==> config.mk <==
export PLATFORM = sky130hd
export DESIGN_NAME = idma_top
export DESIGN_NICKNAME = d
export VERILOG_FILES = /design/src/inc/idma_pkg.sv /design/src/logic/idma_top.sv
export SDC_FILE = /design/constraint.sdc
export NUM_CORES = 1
export LEC_CHECK = 0
export BUFFER_PORTS_ARGS = -buffer_cell sky130_fd_sc_hd__buf_2
export CAP_MARGIN = 25
export CELL_PAD_IN_SITES_DETAIL_PLACEMENT = 0
export CELL_PAD_IN_SITES_GLOBAL_PLACEMENT = 2
export CORE_ASPECT_RATIO = 1.5
export CORE_MARGIN = 2
export CORE_UTILIZATION = 38
export CTS_CLUSTER_DIAMETER = 40
export DETAILED_ROUTE_END_ITERATION = 10
export PLACE_DENSITY = 0.86
export SLEW_MARGIN = 20
export SYNTH_ARGS = -nofsm -noshare
export SYNTH_HDL_FRONTEND = slang
export SYNTH_HIERARCHICAL = 1
export SYNTH_SLANG_ARGS = --single-unit
==> constraint.sdc <==
create_clock -name clk_sys_i -period 3.8 [get_ports clk_sys_i]
set_input_delay 0.19 -clock clk_sys_i [delete_from_list [all_inputs] [get_ports clk_sys_i]]
set_output_delay 0.19 -clock clk_sys_i [all_outputs]
set_load 0.005 [all_outputs]
==> src/inc/idma_pkg.sv <==
package idma_pkg;

	// ----------------------------------------------------------------
	// i/o decode windows of the two controllers
	// ----------------------------------------------------------------
	localparam logic [15:0] IO1_LO = 16'h0000;
	localparam logic [15:0] IO1_HI = 16'h000f;
	localparam logic [15:0] IO2_LO = 16'h00c0;
	localparam logic [15:0] IO2_HI = 16'h00de;

	// ----------------------------------------------------------------
	// channel mode byte layout
	// ----------------------------------------------------------------
	localparam int MODE_LSB = 6;
	localparam int TYPE_LSB = 2;
	localparam int DEC_BIT = 5;
	localparam logic [1:0] MODE_DEMAND = 2'h0;
	localparam logic [1:0] MODE_SINGLE = 2'h1;
	localparam logic [1:0] MODE_BLOCK = 2'h2;
	localparam logic [1:0] MODE_CASCADE = 2'h3;
	localparam logic [1:0] TYPE_VERIFY = 2'h0;
	localparam logic [1:0] TYPE_WRITE = 2'h1;
	localparam logic [1:0] TYPE_READ = 2'h2;

	// ----------------------------------------------------------------
	// sizes, reset values and timing
	// ----------------------------------------------------------------
	localparam int NCHAN = 8;
	localparam int CASC_CHAN = 4;
	localparam logic [15:0] CNT_RST = 16'h0000;
	localparam logic [15:0] CNT_LAST = 16'h0000;
	localparam int CMD_NS = 20;
	localparam int CLK_NS = 10;
	localparam logic [1:0] CMD_CYCLES = 2'((CMD_NS + CLK_NS - 1) / CLK_NS);
	localparam int EV_W = 19;
	localparam int EV_DEPTH = 16;

	// ----------------------------------------------------------------
	// sequencer states
	// ----------------------------------------------------------------
	typedef enum logic [5:0] {
		ST_IDLE = 6'b000001,
		ST_HOLD = 6'b000010,
		ST_SETUP = 6'b000100,
		ST_CMD = 6'b001000,
		ST_DONE = 6'b010000,
		ST_CASC = 6'b100000
	} idma_state_t;

endpackage : idma_pkg

==> src/logic/idma_top.sv <==
// Functional notes
// i/o 000h..00fh selects controller one; its channels move bytes only
// i/o 0c0h..0deh selects controller two; its channels move 16-bit words
// controller two channel 0 carries every controller one request to the bus
// mode bits 7:6 pick demand 00, single 01, block 10, cascade 11
// demand keeps transferring while drq holds, releases on drop, stops at tc
// single does one transfer per request, count down, address up or down
// terminal count pulses when the word count wraps from 0000h to ffffh
// peripheral holds drq until dack arrives in single mode
// single mode needs drq dropped and raised again; bus released between
// block runs from one drq until tc, refresh locked out meanwhile
// peripheral keeps drq until dack in block mode; software uses block sparingly
// cascade grants the bus while drq holds, no counting, no strobes
// external master drives the command strobes itself during cascade
// address outputs float whenever the external master signal is active
// type bits 3:2 code 00 is verify, no command strobe asserted
// type 01 writes memory from i/o: i/o read plus memory write
// type 10 reads memory to i/o: memory read plus i/o write
// fixed priority favours channel 0; rotating puts last serviced lowest
// dack goes only to the single winning channel, after bus is held
`timescale 1ns/1ps

module idma_fifo #(
	parameter int W = 8,
	parameter int D = 16
) (
	// clock and reset
	input wire logic clk_sys_i,
	input wire logic reset_n_i,
	// fill side
	input wire logic in_valid_i,
	input wire logic [W-1:0] in_data_i,
	output logic in_ready_o,
	// drain side
	output logic out_valid_o,
	output logic [W-1:0] out_data_o,
	input wire logic out_ready_i
);
	localparam int AW = $clog2(D);

	typedef struct packed {
		logic [D-1:0][W-1:0] mem;
		logic [AW-1:0] wp;
		logic [AW-1:0] rp;
		logic [AW:0] cnt;
		logic ov;
		logic [W-1:0] od;
	} idma_fifo_st_t;

	idma_fifo_st_t q_r, q_nxt;
	logic push, take;

	// output stage is its own register so the drain side sees flops only
	always_comb
	begin
		q_nxt = q_r;
		push = in_valid_i && (q_r.cnt < (AW+1)'(D));
		take = (q_r.cnt != '0) && (!q_r.ov || out_ready_i);
		if (push)
		begin
			q_nxt.mem[q_r.wp] = in_data_i;
			q_nxt.wp = q_r.wp + 1'b1;
		end
		if (take)
		begin
			q_nxt.od = q_r.mem[q_r.rp];
			q_nxt.rp = q_r.rp + 1'b1;
			q_nxt.ov = 1'b1;
		end
		else if (out_ready_i)
		begin
			q_nxt.ov = 1'b0;
		end
		q_nxt.cnt = q_r.cnt + (AW+1)'(push) - (AW+1)'(take);
	end

	always_ff @(posedge clk_sys_i or negedge reset_n_i)
	begin
		if (!reset_n_i)
		begin
			q_r <= '0;
		end
		else
		begin
			q_r <= q_nxt;
		end
	end

	assign in_ready_o = q_r.cnt < (AW+1)'(D);
	assign out_valid_o = q_r.ov;
	assign out_data_o = q_r.od;

endmodule : idma_fifo

module idma_top (
	// clock and reset
	input wire logic clk_sys_i,
	input wire logic reset_n_i,
	// bus pins, asynchronous
	input wire logic [idma_pkg::NCHAN-1:0] drq_i,
	input wire logic master_n_i,
	input wire logic hlda_i,
	// configuration, same clock
	input wire logic [15:0] io_addr_i,
	input wire logic [idma_pkg::NCHAN*8-1:0] mode_i,
	input wire logic [idma_pkg::NCHAN-1:0] mask_i,
	input wire logic [1:0] rotate_i,
	input wire logic ld_i,
	input wire logic [2:0] ld_chan_i,
	input wire logic [15:0] ld_cnt_i,
	input wire logic [15:0] ld_addr_i,
	// bus side outputs
	output logic hrq_o,
	output logic [idma_pkg::NCHAN-1:0] dack_n_o,
	output logic tc_o,
	output logic ior_n_o,
	output logic iow_n_o,
	output logic memr_n_o,
	output logic memw_n_o,
	output logic cmd_oe_n_o,
	output logic [15:0] addr_o,
	output logic addr_oe_n_o,
	output logic word16_o,
	output logic refresh_lock_o,
	output logic dec_ctl1_o,
	output logic dec_ctl2_o,
	// transfer event stream
	output logic ev_valid_o,
	output logic [idma_pkg::EV_W-1:0] ev_data_o,
	input wire logic ev_ready_i
);
	import idma_pkg::*;

	typedef struct packed {
		logic [NCHAN-1:0] drq_m, drq_s;
		logic mst_m, mst_s, hlda_m, hlda_s;
		idma_state_t st;
		logic [2:0] chan;
		logic [1:0] cmd_cnt;
		logic [NCHAN-1:0][15:0] cnt;
		logic [NCHAN-1:0][15:0] adr;
		logic [NCHAN-1:0] armed;
		logic [1:0] last1, last2;
		logic hrq, tc, ior_n, iow_n, memr_n, memw_n, cmd_oe_n, addr_oe_n;
		logic [NCHAN-1:0] dack_n;
		logic [15:0] addr;
		logic word16, lock, dec1, dec2, push;
		logic [EV_W-1:0] push_data;
	} idma_st_t;

	idma_st_t r, n;
	logic fifo_rdy;
	logic [NCHAN-1:0] elig;
	logic [1:0] w1, w2, cmode, ctype;
	logic [2:0] win;
	logic win_ok;
	logic setup_go;

	// a push still in flight is not yet in the fill count, so wait for it to land
	assign setup_go = fifo_rdy && !r.push;

	// ----------------------------------------------------------------
	// arbitration
	// ----------------------------------------------------------------
	function automatic logic [1:0] idma_pick(input logic [3:0] req, input logic rot,
		input logic [1:0] last);
		logic [1:0] idx;
		logic [1:0] res;
		logic hit;
		res = 2'h0;
		hit = 1'b0;
		for (int i = 0; i < 4; i++)
		begin
			idx = rot ? 2'(last + 2'(i) + 2'h1) : 2'(i);
			if (req[idx] && !hit)
			begin
				res = idx;
				hit = 1'b1;
			end
		end
		return res;
	endfunction : idma_pick

	// single mode channels must be re-armed by a low drq first
	always_comb
	begin
		for (int i = 0; i < NCHAN; i++)
		begin
			elig[i] = r.drq_s[i] && !mask_i[i]
				&& (mode_i[i*8+MODE_LSB +: 2] != MODE_SINGLE || r.armed[i]);
		end
		elig[CASC_CHAN] = (|elig[3:0]) && !mask_i[CASC_CHAN];
		w1 = idma_pick(elig[3:0], rotate_i[0], r.last1);
		w2 = idma_pick(elig[7:4], rotate_i[1], r.last2);
		win = (w2 == 2'h0) ? {1'b0, w1} : {1'b1, w2};
		win_ok = |elig[7:4];
		cmode = mode_i[r.chan*8+MODE_LSB +: 2];
		ctype = mode_i[r.chan*8+TYPE_LSB +: 2];
	end

	// ----------------------------------------------------------------
	// sequencer
	// ----------------------------------------------------------------
	always_comb
	begin
		n = r;
		n.drq_m = drq_i;
		n.drq_s = r.drq_m;
		n.mst_m = !master_n_i;
		n.mst_s = r.mst_m;
		n.hlda_m = hlda_i;
		n.hlda_s = r.hlda_m;
		n.tc = 1'b0;
		n.push = 1'b0;
		n.dec1 = io_addr_i >= IO1_LO && io_addr_i <= IO1_HI;
		n.dec2 = io_addr_i >= IO2_LO && io_addr_i <= IO2_HI;
		for (int i = 0; i < NCHAN; i++)
		begin
			if (!r.drq_s[i])
			begin
				n.armed[i] = 1'b1;
			end
		end
		if (ld_i)
		begin
			n.cnt[ld_chan_i] = ld_cnt_i;
			n.adr[ld_chan_i] = ld_addr_i;
		end
		case (r.st)
			ST_IDLE:
			begin
				// no new grant while the queue is full or the last hold is still acknowledged
				if (win_ok && fifo_rdy && !r.hlda_s)
				begin
					n.chan = win;
					n.hrq = 1'b1;
					n.st = ST_HOLD;
				end
			end
			ST_HOLD:
			begin
				if (r.hlda_s)
				begin
					n.dack_n[r.chan] = 1'b0;
					n.word16 = r.chan[2];
					n.lock = (cmode == MODE_BLOCK);
					n.addr = r.adr[r.chan];
					n.st = (cmode == MODE_CASCADE) ? ST_CASC : ST_SETUP;
				end
			end
			ST_SETUP:
			begin
				if (setup_go)
				begin
					n.cmd_oe_n = 1'b0;
					n.ior_n = !(ctype == TYPE_WRITE);
					n.memw_n = !(ctype == TYPE_WRITE);
					n.memr_n = !(ctype == TYPE_READ);
					n.iow_n = !(ctype == TYPE_READ);
					n.cmd_cnt = CMD_CYCLES - 2'h1;
					n.st = ST_CMD;
				end
				else if (cmode == MODE_DEMAND && !r.drq_s[r.chan])
				begin
					// a stalled demand channel gives the bus back once its request drops
					n.st = ST_IDLE;
				end
			end
			ST_CMD:
			begin
				if (r.cmd_cnt == 2'h0)
				begin
					n.ior_n = 1'b1;
					n.iow_n = 1'b1;
					n.memr_n = 1'b1;
					n.memw_n = 1'b1;
					n.st = ST_DONE;
				end
				else
				begin
					n.cmd_cnt = r.cmd_cnt - 2'h1;
				end
			end
			ST_DONE:
			begin
				// counters move at the end of each transfer
				n.cnt[r.chan] = r.cnt[r.chan] - 16'h0001;
				n.adr[r.chan] = mode_i[r.chan*8+DEC_BIT] ? r.adr[r.chan] - 16'h0001
					: r.adr[r.chan] + 16'h0001;
				n.addr = n.adr[r.chan];
				n.tc = (r.cnt[r.chan] == CNT_LAST);
				n.push = 1'b1;
				n.push_data = {r.chan, r.adr[r.chan]};
				if (r.chan[2])
				begin
					n.last2 = r.chan[1:0];
				end
				else
				begin
					n.last1 = r.chan[1:0];
					n.last2 = 2'h0;
				end
				n.st = ST_SETUP;
				if (cmode == MODE_SINGLE)
				begin
					n.armed[r.chan] = 1'b0;
					n.st = ST_IDLE;
				end
				else if (n.tc || (cmode == MODE_DEMAND && !r.drq_s[r.chan]))
				begin
					n.st = ST_IDLE;
				end
			end
			ST_CASC:
			begin
				if (!r.drq_s[r.chan])
				begin
					n.st = ST_IDLE;
				end
			end
			default:
			begin
				n.st = ST_IDLE;
			end
		endcase
		// releasing the bus drops every grant at once
		if (n.st == ST_IDLE)
		begin
			n.hrq = 1'b0;
			n.dack_n = '1;
			n.cmd_oe_n = 1'b1;
			n.lock = 1'b0;
		end
		n.addr_oe_n = r.mst_s || !(n.st inside {ST_SETUP, ST_CMD, ST_DONE});
	end

	always_ff @(posedge clk_sys_i or negedge reset_n_i)
	begin
		if (!reset_n_i)
		begin
			r <= '0;
			r.st <= ST_IDLE;
			r.cnt <= {NCHAN{CNT_RST}};
			r.ior_n <= 1'b1;
			r.iow_n <= 1'b1;
			r.memr_n <= 1'b1;
			r.memw_n <= 1'b1;
			r.cmd_oe_n <= 1'b1;
			r.addr_oe_n <= 1'b1;
			r.dack_n <= '1;
		end
		else
		begin
			r <= n;
		end
	end

	// ----------------------------------------------------------------
	// event queue, back-pressure stalls new grants
	// ----------------------------------------------------------------
	idma_fifo #(.W(EV_W), .D(EV_DEPTH)) u_fifo (
		.clk_sys_i(clk_sys_i),
		.reset_n_i(reset_n_i),
		.in_valid_i(r.push),
		.in_data_i(r.push_data),
		.in_ready_o(fifo_rdy),
		.out_valid_o(ev_valid_o),
		.out_data_o(ev_data_o),
		.out_ready_i(ev_ready_i)
	);

	assign hrq_o = r.hrq;
	assign dack_n_o = r.dack_n;
	assign tc_o = r.tc;
	assign ior_n_o = r.ior_n;
	assign iow_n_o = r.iow_n;
	assign memr_n_o = r.memr_n;
	assign memw_n_o = r.memw_n;
	assign cmd_oe_n_o = r.cmd_oe_n;
	assign addr_o = r.addr;
	assign addr_oe_n_o = r.addr_oe_n;
	assign word16_o = r.word16;
	assign refresh_lock_o = r.lock;
	assign dec_ctl1_o = r.dec1;
	assign dec_ctl2_o = r.dec2;
endmodule : idma_top

==> qor.csv <==
metric,value,unit
clock buffer depth,3,
crit-path cells,buf_4 > buf_4 > nor2b_1 > a22o_1 > a222oi_1 > buf_4 > ha_1 > o2111ai_4 > nor4_4 > nand3b_1 > xnor2_4 > o21ai_0,
Worst path depth,12,
Routed Wire Length,108000,um
met1 usage,0.279,
Via density,5.63,
cell area after layout,42200,um^2
Net Sw Power,13.3,mW
post-route clock period utilization,0.984,
final setup margin,0.0619,ns
fmax,268,MHz
clock share of power,0.303,
ranking of synthesized cells by area,"dfrtp_1 (48%), mux2_2 (13%), mux4_2 (5.2%)",
share of layout cells above drive strength 1,0.342,
"non-filler cells, final",4496,
critical path arrival,4.24,ns
Area after DPL,37800,um^2
reg2reg path depth,12,
"Largest delay share family, worst path",compound AO/OA/AOI/OAI gates,
startpoint types,register,
post-synth top area share,0.480,
global-route wire length before repair,164000,um
Post-Syn Instances,3018,
IO buf count,170,
gr busiest metal,met2,
#FFs+latches synth,689,
Pwr per Cell Area,797,nW/um^2
CTS root buffer,clkbuf_16,
R2R Path Start,r[326],
biggest cell delay along the critical path,0.48,ns
predominant post-synthesis flop cell,dfrtp_1,
"Cell Area, Synth",35300,um^2
DR vias,25300,
"EDFF count, synth",0,
clk_skew,0.0318,ns
vias in the first global route,26200,
minimum clock period,3.74,ns
crit path max fanout,17,
CTS Buf Count,98,
TritonCTS clock tree,yes,
Yosys cell types,96,
Final Max Tran Viols,0,
sequential share of power,0.271,
Final Hold Viols,0,
mean post-synth cell area,11.7,um^2
IO Pins,195,
clock sink total,689,
post-synth top area cell,dfrtp_1,
largest net degree at the start of global routing,103,
beginning of the critical path,r[326],
CTS HTree Levels,3,
P_leak,19.3,nW
Worst IR Drop VDD,0.000694,V
max cap viols,0,
M2 GR Usage,0.410,
fin nets,3405,
Slew headroom,0.303,
pre-CTS WS,0.0177,ns
sequential fraction of the synthesis area,0.489,
die height,377,um
Die X,253,um
CP max stage cell,dfrtp_2,
Crit path buffers/inverters,3,
outcome,completed,
routability cong.,0.840,
routed length per instance,24.1,um
clock-pin slew on the worst setup and hold paths,0.06,ns
row count,136,
total die area,95300,um^2
Core ar.,91900,um^2
gr usage total,0.227,
Initial Util,0.384,
Hold Path Depth,4,
CP most frequent cell,buf_4,
Area Growth Syn to Fin,19.5,%
Synth Warn #,6,
met3 Resource Use GR,0.0295,
Min Hold Slack,0.0282,ns
critical path class,register to register,
HPWL after detailed placement,69700,um
Sw Ratio,0.394,
Clock Latency Late Sink,0.68,ns
DRT Pass-1 Iters,7,
initial antenna violation count,7,
post-route ant nets,0,
ys async rst share,1.00,
Internal,20.3,mW
Critical Path Sink Type,register,
Hold Path Class,input pin to register,
"Remaining Overflow, GRT",0,
DR DRC count,0,
syn_nets,3187,
placed cell count,4257,
Slew @ Worst Pin,1.04,ns
Comb pwr share,0.426,
worst path required time,4.30,ns
1st-iter DRT viols,1731,
final setup fails,0,
worst hold start,mode_i[51],
==> state kept, by name, indices dropped and copies added (netlist names) <==
| name | count |
|---|---|
| addr_o | 16 |
| addr_oe_n_o | 1 |
| cmd_oe_n_o | 1 |
| dack_n_o | 8 |
| dec_ctl1_o | 1 |
| dec_ctl2_o | 1 |
| hrq_o | 1 |
| ior_n_o | 1 |
| memr_n_o | 1 |
| n | 10 |
| r | 308 |
| refresh_lock_o | 1 |
| tc_o | 1 |
| u_fifo/out_data_o | 19 |
| u_fifo/out_valid_o | 1 |
| u_fifo/q_r | 317 |
| word16_o | 1 |
==> metrics by stage <==
step / utilization / power (mW) / TNS, ns
after global placement: 0.411 / 22.6 / -0.00249
final: 0.459 / 33.6 / 0
after CTS: 0.457 / 33.0 / 0
after detailed placement: 0.411 / 22.6 / 0
after global routing: 0.459 / 35.3 / -0.0335
after floorplan: - / 16.9 / 0
==> synth_stat cells, types with 16 or more instances <==
library cell / n
a211oi_1: 58
a221oi_1: 20
buf_1: 23
a22o_1: 18
ha_1: 28
nand3_1: 31
clkbuf_1: 137
nor2_1: 116
o211ai_1: 25
a21oi_1: 154
nand2_1: 276
nor3_1: 16
nand2b_1: 16
xnor2_1: 25
mux4_2: 81
mux2_2: 406
a22oi_1: 93
mux2i_1: 156
inv_1: 38
o21ai_0: 148
nor2b_1: 74
buf_2: 37
buf_4: 59
dfrtp_1: 676
o21ai_1: 21
==> repair_timing <==
item / 4_1_cts / 5_1_grt
resized for setup: 2 / 31
setup buffers: 0 / 2
setup endpoints to repair: 10 / 55
endpoints found under the hold margin: 349 / 0
pin swaps: 0 / 8
hold buffers: 48 / 0
cloned: 0 / 2
==> area by class of cell <==
| type | count | area, um^2 |
|---|---|---|
| well taps | 1173 | 1470 |
| repair buffers | 387 | 2830 |
| clock inverters | 66 | 965 |
| fillers | 8414 | 49700 |
| flip-flops and latches | 689 | 17300 |
| diodes | 3 | 7.51 |
| clock buffers | 118 | 2720 |
| inverters | 41 | 154 |
| multi-input cells | 2019 | 16700 |
==> layout by cell type (no fill, tap or decap), types with 28 or more instances in the layout <==
cell type        n
buf_4          148
o21ai_0        145
dlygate4sd3_1   48
a22oi_1         93
nor2b_1         74
a211oi_1        57
mux4_2          81
nor2_1         116
a21oi_1        154
nand3_1         28
mux2i_1        156
inv_1           38
nand2_1        271
dfrtp_1        670
buf_2          170
clkbuf_16      101
mux2_2         406
==> kinds of logic after synthesis <==
logic type	count (synthesis)	share of synthesized area
xor+xnor	36	0.00958
buf+inv	310	0.0434
compound gates	634	0.117
mux	654	0.229
simple gates	665	0.100
fa+ha+maj	30	0.0111
flops	689	0.489
==> path summary, 6_finish.rpt <==
kind / to / slack, ns
setup reg to reg: r[256] / 0.06
hold reg to reg: r[339] / 0.34
hold / removal: memr_n_o / 0.03
min in group asynchronous: u_fifo/q_r[178] / 0.16
setup / recovery: r[256] / 0.06
max in group asynchronous: dack_n_o[2] / 2.51
==> power by group through the flow <==
stage / Clock (mW) / Sequential, mW / Combinational [mW]
after floorplan: 0 / 8.67 / 8.20
after global placement: 0 / 9.20 / 13.4
after detailed placement: 0 / 9.22 / 13.4
after CTS: 10.4 / 9.10 / 13.6
after global routing: 10.7 / 9.22 / 15.4
final: 10.2 / 9.11 / 14.3
==> tightest hold or removal path: cells and delay by family <==
kind	cells	cell delay [ns]
simple gates	1	0.17
compound gates	2	0.19
buf+inv	1	0.14
==> layer usage <==
layer	vias to the layer above	share of wire	wire length (um)
li1	11500	-	-
met1	12900	0.40	43500
met2	737	0.52	56700
met3	169	0.048	5240
met4	6	0.026	2800
met5	-	0.00035	38
No activity file was read; power rests on OpenSTA's default activity.
